[src/rtl/lfp_params.svh]
/*
  offsets, field positions, reset values and counts of the limit flag and
  pin configuration block; assumes inclusion by the block and its bench
*/
`ifndef LFP_PARAMS_SVH
`define LFP_PARAMS_SVH

// register indices on the serial link
`define LFP_ADDR_CONFIG 5'h02
`define LFP_ADDR_VIOL 5'h03

// configuration field positions
`define LFP_CFG_STICKY 7
`define LFP_CFG_DRIVE 6
`define LFP_CFG_BUSY 5
`define LFP_CFG_PINSEL 4
`define LFP_CFG_POL 3
`define LFP_CFG_OUT1 2
`define LFP_CFG_PD_HI 1
`define LFP_CFG_PD_LO 0

// reset values
`define LFP_CFG_RESET 8'hC0
`define LFP_VIOL_RESET 16'h0000

// frame counts
`define LFP_FRAME_BITS 5'h10
`define LFP_CLR_RISE 5'h01

`endif

[src/rtl/lfp_pkg.sv]
/*
  types of the limit flag and pin configuration block;
  assumes lfp_params.svh holds the numeric constants
*/
package lfp_pkg;

  // what the next frame shifts out
  typedef enum logic [1:0] {
    LFP_SRC_RESULT = 2'b00,
    LFP_SRC_VIOL = 2'b01,
    LFP_SRC_CFG = 2'b10,
    LFP_SRC_NONE = 2'b11
  } lfp_src_e;

  // command word taken at the end of a frame
  typedef struct packed {
    logic [4:0] addr;
    logic wr;
    logic [9:0] data;
  } lfp_cmd_s;

  // low part of the operating configuration
  typedef struct packed {
    logic sticky;
    logic drive_cmos;
    logic busy_sel;
    logic pin_function_select;
    logic pin_polarity_or_out0_level;
    logic general_output_one_level;
    logic [1:0] pdown;
  } lfp_cfg_s;

endpackage : lfp_pkg

[src/rtl/lfp_limit_flags.sv]
/*
  limit violation flags and multifunction pin configuration, reached over
  the serial link; assumes the conversion engine drives the event inputs on
  CLK_SYS, and that the serial pins come from another clock domain
*/
`include "lfp_params.svh"

// How it works
// RL1 - pin select 0 drives general output zero; 1 shows alert or busy
// RL2 - bit 3 is status polarity when selected, else output zero level
// RL3 - bit 2 directly drives the second general output; resets to zero
// RL4 - two-bit power field switches bias generator and reference on or off
// RL5 - two flags per channel mark upper and lower limit crossings
// RL6 - channel n low flag at bit 2n+1, high flag at bit 2n
// RL7 - flags accumulate until the host reads the status word
// RL8 - status word is read only; writes leave it unchanged
// RL9 - reading status clears it on second serial clock of readout frame
// RL10 - conversion before readout sends result instead, flags kept
// RL11 - flags of channels not implemented always read zero
// RL12 - busy selection works only with pin select 1, else reads zero
// RL13 - latch mode clears pin alert only by read or soft reset
module lfp_limit_flags
  import lfp_pkg::*;
#(
  parameter int NUM_CH = 8
) (
  // clock and reset
  input wire logic CLK_SYS,
  input wire logic ARST_N,
  // serial link
  input wire logic SCLK,
  input wire logic CS_N,
  input wire logic SDI,
  output logic SDO,
  // conversion engine
  input wire logic CONV_DONE,
  input wire logic [15:0] CONV_RESULT,
  input wire logic CONV_BUSY,
  input wire logic [7:0] VIOL_HI,
  input wire logic [7:0] VIOL_LO,
  input wire logic HYST_CLEAR,
  input wire logic SOFT_RST,
  // pins and power
  output logic MF_PIN_O,
  output logic MF_PIN_OE,
  output logic OUT1_PIN,
  output logic BIAS_ON,
  output logic REF_ON
);

  // synchronisers: sclk, cs_n, sdi
  logic [2:0] sync1, sync2, sync3;
  logic sclk_rise, sclk_fall, cs_fall, cs_rise, cs_low, sdi_s;

  lfp_cfg_s cfg, next_cfg;
  logic [15:0] flags, next_flags;
  logic alert, next_alert;
  logic [15:0] rx, next_rx, tx, next_tx;
  logic [4:0] bit_cnt, next_bit_cnt;
  lfp_src_e pend, next_pend, src, next_src;
  logic conv_seen, next_conv_seen;
  logic [15:0] last_result, next_last_result;
  logic mf_o, next_mf_o;

  logic [15:0] impl_mask, events;
  logic clr, take, busy_eff, active;
  lfp_cmd_s cmd;
  logic [7:0] cfg_rd;

  always_ff @(posedge CLK_SYS or negedge ARST_N) begin
    if (!ARST_N) begin
      sync1 <= 3'h7;
      sync2 <= 3'h7;
      sync3 <= 3'h7;
    end else begin
      sync1 <= {SCLK, CS_N, SDI};
      sync2 <= sync1;
      sync3 <= sync2;
    end
  end

  assign sclk_rise = sync2[2] & ~sync3[2];
  assign sclk_fall = ~sync2[2] & sync3[2];
  assign cs_fall = ~sync2[1] & sync3[1];
  assign cs_rise = sync2[1] & ~sync3[1];
  assign cs_low = ~sync2[1];
  assign sdi_s = sync2[0];

  // flag placement and channel count mask
  genvar g;
  generate
    for (g = 0; g < 8; g++) begin : g_ch
      assign impl_mask[2*g+1:2*g] = (g < NUM_CH) ? 2'h3 : 2'h0; // RL11
      assign events[2*g] = VIOL_HI[g]; // RL6
      assign events[2*g+1] = VIOL_LO[g]; // RL6
    end
  endgenerate

  assign cmd = lfp_cmd_s'(rx);
  assign take = cs_rise && (bit_cnt == `LFP_FRAME_BITS);
  // second serial clock rise of a frame that shifts the flags out
  assign clr = sclk_rise && cs_low && (bit_cnt == `LFP_CLR_RISE)
    && (src == LFP_SRC_VIOL); // RL9
  assign busy_eff = cfg.busy_sel & cfg.pin_function_select; // RL12
  assign cfg_rd = {cfg.sticky, cfg.drive_cmos, busy_eff,
    cfg.pin_function_select, cfg.pin_polarity_or_out0_level,
    cfg.general_output_one_level, cfg.pdown}; // RL12
  assign active = busy_eff ? CONV_BUSY : alert;

  // flags and pin alert state
  always_comb begin
    next_flags = flags;
    next_alert = alert;
    if (clr || SOFT_RST) begin
      next_flags = `LFP_VIOL_RESET; // RL9
      next_alert = 1'b0; // RL13
    end
    if (!cfg.sticky && HYST_CLEAR) begin
      next_alert = 1'b0; // RL13
    end
    // set wins over clear; earlier flags stay
    next_flags = next_flags | (events & impl_mask); // RL5 RL7 RL11
    if (|(events & impl_mask)) begin
      next_alert = 1'b1;
    end
  end

  // serial frame, command decode, configuration
  always_comb begin
    next_cfg = cfg;
    next_rx = rx;
    next_tx = tx;
    next_bit_cnt = bit_cnt;
    next_pend = pend;
    next_src = src;
    next_conv_seen = conv_seen | CONV_DONE;
    next_last_result = CONV_DONE ? CONV_RESULT : last_result;
    if (cs_fall) begin
      next_bit_cnt = 5'h00;
      case (pend)
        LFP_SRC_VIOL: begin
          if (conv_seen || CONV_DONE) begin
            next_tx = CONV_DONE ? CONV_RESULT : last_result; // RL10
            next_src = LFP_SRC_RESULT; // RL10
          end else begin
            next_tx = flags & impl_mask; // RL11
            next_src = LFP_SRC_VIOL;
          end
        end
        LFP_SRC_CFG: begin
          next_tx = {8'h00, cfg_rd};
          next_src = LFP_SRC_CFG;
        end
        LFP_SRC_RESULT: begin
          next_tx = CONV_DONE ? CONV_RESULT : last_result;
          next_src = LFP_SRC_RESULT;
        end
        default: begin
          next_tx = 16'h0000;
          next_src = LFP_SRC_NONE;
        end
      endcase
    end else if (sclk_rise && cs_low) begin
      next_rx = {rx[14:0], sdi_s};
      if (bit_cnt != 5'h1F) begin
        next_bit_cnt = bit_cnt + 5'h01;
      end
    end else if (sclk_fall && cs_low) begin
      next_tx = {tx[14:0], 1'b0};
    end
    if (cs_rise) begin
      next_src = LFP_SRC_NONE;
      next_pend = LFP_SRC_RESULT;
      if (take && cmd.wr) begin
        if (cmd.addr == `LFP_ADDR_CONFIG) begin
          next_cfg = lfp_cfg_s'(cmd.data[7:0]); // RL3 RL4
        end
        // writes to the flag word are dropped
      end else if (take) begin // RL8
        if (cmd.addr == `LFP_ADDR_CONFIG) begin
          next_pend = LFP_SRC_CFG;
        end else if (cmd.addr == `LFP_ADDR_VIOL) begin
          next_pend = LFP_SRC_VIOL;
          next_conv_seen = 1'b0;
        end else begin
          next_pend = LFP_SRC_NONE;
        end
      end
    end
  end

  // multifunction pin level
  always_comb begin
    if (cfg.pin_function_select) begin
      next_mf_o = cfg.pin_polarity_or_out0_level ? active : ~active; // RL2
    end else begin
      next_mf_o = cfg.pin_polarity_or_out0_level; // RL1
    end
  end

  always_ff @(posedge CLK_SYS or negedge ARST_N) begin
    if (!ARST_N) begin
      cfg <= lfp_cfg_s'(`LFP_CFG_RESET);
      flags <= `LFP_VIOL_RESET;
      alert <= 1'b0;
      rx <= 16'h0000;
      tx <= 16'h0000;
      bit_cnt <= 5'h00;
      pend <= LFP_SRC_RESULT;
      src <= LFP_SRC_NONE;
      conv_seen <= 1'b0;
      last_result <= 16'h0000;
      mf_o <= 1'b0;
    end else begin
      cfg <= next_cfg;
      flags <= next_flags;
      alert <= next_alert;
      rx <= next_rx;
      tx <= next_tx;
      bit_cnt <= next_bit_cnt;
      pend <= next_pend;
      src <= next_src;
      conv_seen <= next_conv_seen;
      last_result <= next_last_result;
      mf_o <= next_mf_o;
    end
  end

  assign SDO = tx[15];
  assign MF_PIN_O = mf_o;
  // open drain drives only the low level
  assign MF_PIN_OE = cfg.drive_cmos | ~mf_o;
  assign OUT1_PIN = cfg.general_output_one_level; // RL3
  assign BIAS_ON = cfg.pdown[1]; // RL4
  assign REF_ON = cfg.pdown[0]; // RL4

  // checks
  property p_out0_level;
    @(posedge CLK_SYS) disable iff (!ARST_N)
    !cfg.pin_function_select |=>
      MF_PIN_O == $past(cfg.pin_polarity_or_out0_level);
  endproperty
  a_out0_level: assert property (p_out0_level) // RL1
    else $error("output zero level wrong");

  property p_low_polarity;
    @(posedge CLK_SYS) disable iff (!ARST_N)
    (cfg.pin_function_select && !busy_eff && alert
      && !cfg.pin_polarity_or_out0_level) |=> !MF_PIN_O;
  endproperty
  a_low_polarity: assert property (p_low_polarity) // RL2
    else $error("active low alert not low");

  property p_out1_write;
    @(posedge CLK_SYS) disable iff (!ARST_N)
    (take && cmd.wr && cmd.addr == `LFP_ADDR_CONFIG) |=>
      OUT1_PIN == $past(rx[`LFP_CFG_OUT1]);
  endproperty
  a_out1_write: assert property (p_out1_write) // RL3
    else $error("second output not from write");

  property p_power_write;
    @(posedge CLK_SYS) disable iff (!ARST_N)
    (take && cmd.wr && cmd.addr == `LFP_ADDR_CONFIG) |=>
      {BIAS_ON, REF_ON} == $past(rx[1:0]);
  endproperty
  a_power_write: assert property (p_power_write) // RL4
    else $error("power mode not from write");

  property p_hi0_set;
    @(posedge CLK_SYS) disable iff (!ARST_N)
    VIOL_HI[0] |=> flags[0];
  endproperty
  a_hi0_set: assert property (p_hi0_set) // RL5
    else $error("channel 0 high flag not set");

  property p_lo1_place;
    @(posedge CLK_SYS) disable iff (!ARST_N)
    (NUM_CH > 1 && VIOL_LO[1] && !VIOL_HI[1] && !flags[2]) |=>
      flags[3] && !flags[2];
  endproperty
  a_lo1_place: assert property (p_lo1_place) // RL6
    else $error("channel 1 low flag misplaced");

  property p_accumulate;
    @(posedge CLK_SYS) disable iff (!ARST_N)
    !(clr || SOFT_RST) |=> (flags & $past(flags)) == $past(flags);
  endproperty
  a_accumulate: assert property (p_accumulate) // RL7 RL8
    else $error("flag lost without read");

  property p_read_clear;
    @(posedge CLK_SYS) disable iff (!ARST_N)
    (clr && !(|events)) |=> flags == 16'h0000;
  endproperty
  a_read_clear: assert property (p_read_clear) // RL9
    else $error("flags not cleared by read");

  property p_conv_wins;
    @(posedge CLK_SYS) disable iff (!ARST_N)
    (cs_fall && pend == LFP_SRC_VIOL && conv_seen) |=>
      src == LFP_SRC_RESULT
      && tx == ($past(CONV_DONE) ? $past(CONV_RESULT) : $past(last_result));
  endproperty
  a_conv_wins: assert property (p_conv_wins) // RL10
    else $error("result not sent after conversion");

  property p_unimpl_zero;
    @(posedge CLK_SYS) disable iff (!ARST_N)
    (flags & ~impl_mask) == 16'h0000;
  endproperty
  a_unimpl_zero: assert property (p_unimpl_zero) // RL11
    else $error("unimplemented channel flag set");

  property p_busy_reads_zero;
    @(posedge CLK_SYS) disable iff (!ARST_N)
    (cs_fall && pend == LFP_SRC_CFG && !cfg.pin_function_select) |=>
      !tx[`LFP_CFG_BUSY];
  endproperty
  a_busy_reads_zero: assert property (p_busy_reads_zero) // RL12
    else $error("busy bit read back as one");

  property p_sticky_hold;
    @(posedge CLK_SYS) disable iff (!ARST_N)
    (cfg.sticky && alert && !clr && !SOFT_RST) |=> alert;
  endproperty
  a_sticky_hold: assert property (p_sticky_hold) // RL13
    else $error("latched alert dropped");

  c_read_clear: cover property (@(posedge CLK_SYS) disable iff (!ARST_N)
    clr && flags != 16'h0000);
  c_conv_wins: cover property (@(posedge CLK_SYS) disable iff (!ARST_N)
    cs_fall && pend == LFP_SRC_VIOL && conv_seen);
  c_cfg_write: cover property (@(posedge CLK_SYS) disable iff (!ARST_N)
    take && cmd.wr && cmd.addr == `LFP_ADDR_CONFIG);

endmodule : lfp_limit_flags

[config.mk]
export PLATFORM = sky130hd
export DESIGN_NAME = lfp_limit_flags
export DESIGN_NICKNAME = d
export VERILOG_FILES = /design/src/rtl/lfp_pkg.sv /design/src/rtl/lfp_limit_flags.sv
export VERILOG_INCLUDE_DIRS = /design/src /design/src/rtl
export SDC_FILE = /design/constraint.sdc
export NUM_CORES = 1
export LEC_CHECK = 0
export BUFFER_PORTS_ARGS = -buffer_cell sky130_fd_sc_hd__clkbuf_2
export CAP_MARGIN = 5
export CORE_AREA = 2 2 94 96
export CTS_CLUSTER_DIAMETER = 80
export CTS_CLUSTER_SIZE = 25
export DETAILED_ROUTE_END_ITERATION = 7
export DIE_AREA = 0 0 96 98
export GPL_TIMING_DRIVEN = 0
export PLACE_DENSITY_LB_ADDON = 0.15
export SYNTH_ARGS = -nofsm -noshare
export SYNTH_HDL_FRONTEND = slang
export SYNTH_SLANG_ARGS = --single-unit
[constraint.sdc]
create_clock -name CLK_SYS -period 2.6 [get_ports CLK_SYS]
set_clock_uncertainty 0.2 [all_clocks]
set_input_delay 0.65 -clock CLK_SYS [delete_from_list [all_inputs] [get_ports CLK_SYS]]
set_output_delay 0.65 -clock CLK_SYS [all_outputs]
set_load 0.01 [all_outputs]
==> out/metrics.cfg <==
[synthesis]
ys_seq_elements = 92
synthCells = 331
avgSynthCellArea_sq_um = 12.3
synth_top_flop_cell = dfrtp_1
syn_nets = 378
syn_area_sq_mm = 0.00409
synth_warnings = 0
ys_types = 45
seq_area_frac_synth = 0.567
synth_edf_count = 0
synthArstFlopShare = 1.00

[detailed_routing]
drtPass1Iterations = 4
routed_wirelength_mm = 8.05
drt_iter0_drc = 82
ant_nets = 0
vias_per_cell = 5.33
vias = 2676
wl_per_cell_um = 16.0
drcViolationCount = 0

[timing]
fmax_mhz = 410
period_minus_slack_ns = 2.44
setup_viol = 0
fin_crit_sh = 0.939
rsz0062_at_grt = false
worst_pin_slew_ns = 0.672
hold_viol = 0
slew_headroom = 0.551
drv_slew = 0
fin_ws_ns = 0.160

[place]
place_area_sq_mm = 0.00448
buffer_ports.inserted = 46
place_congestion = 0.798
dp_hpwl_mm = 5.85
place_ws_ns = 0.113

[finish]
fillCellCount = 745
final_nets = 436
antenna-diode-count = 0
syn_to_final_growth_pct = 15.8
drive_gt1_frac = 0.363
fin_area_sq_mm = 0.00473

[global_routing]
grt_pass1_vias = 2710
grt_max_degree = 60
antenna_found_initial = 0
grt_pass1_wl_mm = 13.5
globalRouteOverflowTotal = 0
groute.usage.overall = 0.189

[run_status]
status = finished, final reports clean

[die]
start_util = 0.483
die_y_um = 98
core_area_sq_mm = 0.00847
dieArea_sq_mm = 0.00941
rows = 34
ios = 47
die_w_um = 96

[clocking]
insertion_delay_ns = 0.35
clk_pin_slew_worst_paths_ns = 0.09
clockRootBuffer = clkbuf_8
cts-resized-gates = 0
cts_tree = done
cts_buffer_depth = 2
post-cts-setup-buffer-count = 0
clock_sinks = 92
htreeDepth = 3
cts-hold-fix-buffers = 0
cts_buffers = 9

[setup_path]
worstReg2RegStart = sync2[1]
crit_start = sync2[1]
critPathRequiredTime_ns = 2.64
critPathKind = register to register
cp-start-kind = register
cp-end-kind = register
cp.arrival_ns = 2.48
cp_max_fo = 10

[power_and_ir_drop]
leakagePower_nw = 2.22
total_power_mw = 3.16
ir_drop_v = 0.000295
p_per_area_mw_per_mm2 = 669

[flow_run]
maxCapViolCount = 0

[hold_path]
min_path_type = input port to async pin

[registers in the layout (all words and copies together) (netlist names), 3 cells and up]
| name | count |
|---|---|
| cmd | 16 |
| last_result | 16 |
| tx | 16 |
| sync2 | 3 |
| bit_cnt | 5 |
| cfg | 5 |
| sync1 | 3 |
| flags | 16 |
[worst max-delay path: stages (launching register included)]
cell and delay (ns):
dfstp_2 0.62, inv_1 0.07, ha_1 0.28, nor4b_4 0.54, buf_4 0.28, mux2_2 0.34
[per-layer routing]
metal  wire [um]  up-vias  GRT usage  part of all wire
li1            -     1290          -                 -
met5           0        -          0                 0
met1        3840     1329      0.274              0.48
met3         271       12     0.0340             0.034
met2        3810       45      0.284              0.47
met4         131        0     0.0714             0.016
[cell type report]
cell class              count  area (sq um)  area share
multi-input cells         211          1630       0.344
well taps                 108           135      0.0286
clock inverters             6           111      0.0235
flip-flops and latches     92          2320       0.490
plain buffers              15          92.6      0.0196
repair buffers             47           260      0.0550
inverters                  13          48.8      0.0103
clock buffers              10           138      0.0291
[cells in the final DEF (no fill, tap or decap), drive strengths merged, types with 5 or more instances in the layout]
| cell | n |
|---|---|
| o21ai | 8 |
| mux2 | 47 |
| a21oi | 14 |
| o32ai | 8 |
| o21a | 9 |
| nand2b | 5 |
| clkbuf | 61 |
| dfrtp | 80 |
| inv | 13 |
| dfstp | 12 |
| nor2 | 39 |
| ha | 6 |
| a21o | 20 |
| buf | 11 |
| nand2 | 12 |
| nor3 | 5 |
[worst paths after layout]
kind	endpoint	slack [ns]	cells past startpoint
min in group CLK_SYS	sync2[0]	0.16	0
hold reg to reg	sync2[0]	0.16	0
max in group asynchronous	sync3[2]	1.43	2
setup / recovery	cmd[13]	0.16	5
hold / removal	flags[11]	0.08	1
setup reg to reg	cmd[13]	0.16	5
[cells by family after synthesis]
family                     count (synthesis)  synth area share
AOI/OAI and AO/OA                         69             0.118
adders and majority gates                  6            0.0184
DFF                                       92             0.567
xor gates and xnor gates                   4           0.00857
buffers and inverters                     28            0.0346
muxes                                     51             0.141
and+or+nand+nor                           81             0.112
[per-stage QoR]
step,hold WS (ns),util,cells,setup TNS [ns]
2_1_floorplan,0.145,-,331,0
6_report,0.0772,0.559,502,0
3_5_place_dp,0.147,0.529,486,0
3_3_place_gp,0.146,0.526,485,-31.15
4_1_cts,0.0816,0.559,502,0
5_1_grt,0.104,0.559,502,0
[where the power goes]
| part | leakage [nW] | total, mW | switching [mW] | internal [mW] |
|---|---|---|---|---|
| Combinational | 0.996 | 0.342 | 0.161 | 0.181 |
| Clock | 0.122 | 1.16 | 0.494 | 0.665 |
| Sequential | 1.10 | 1.66 | 0.0841 | 1.58 |
[synth_stat cells (2+ instances only)]
| library cell | number | area [sq um] |
|---|---|---|
| nor4_1 | 4 | 25.0 |
| inv_1 | 13 | 48.8 |
| nand2b_1 | 4 | 25.0 |
| nand2_1 | 12 | 45.0 |
| xnor2_1 | 2 | 17.5 |
| nand4_1 | 3 | 18.8 |
| o22a_1 | 2 | 17.5 |
| mux2i_1 | 4 | 40.0 |
| dfrtp_1 | 80 | 2000 |
| mux2_2 | 45 | 507 |
| a21oi_1 | 14 | 70.1 |
| buf_6 | 2 | 22.5 |
| o21a_1 | 9 | 67.6 |
| nor2_1 | 39 | 146 |
| a31oi_1 | 3 | 18.8 |
| buf_4 | 3 | 22.5 |
| nor3_1 | 4 | 20.0 |
| xor2_1 | 2 | 17.5 |
| buf_2 | 5 | 25.0 |
| dfstp_2 | 12 | 315 |
| nor4b_4 | 2 | 47.6 |
| o21ai_0 | 8 | 40.0 |
| clkbuf_1 | 4 | 15.0 |
| mux2_4 | 2 | 30.0 |
| o32ai_1 | 8 | 70.1 |
| a21o_1 | 20 | 150 |
| a22o_1 | 2 | 17.5 |
| ha_1 | 6 | 75.1 |
(Power assumes the default switching activity.)
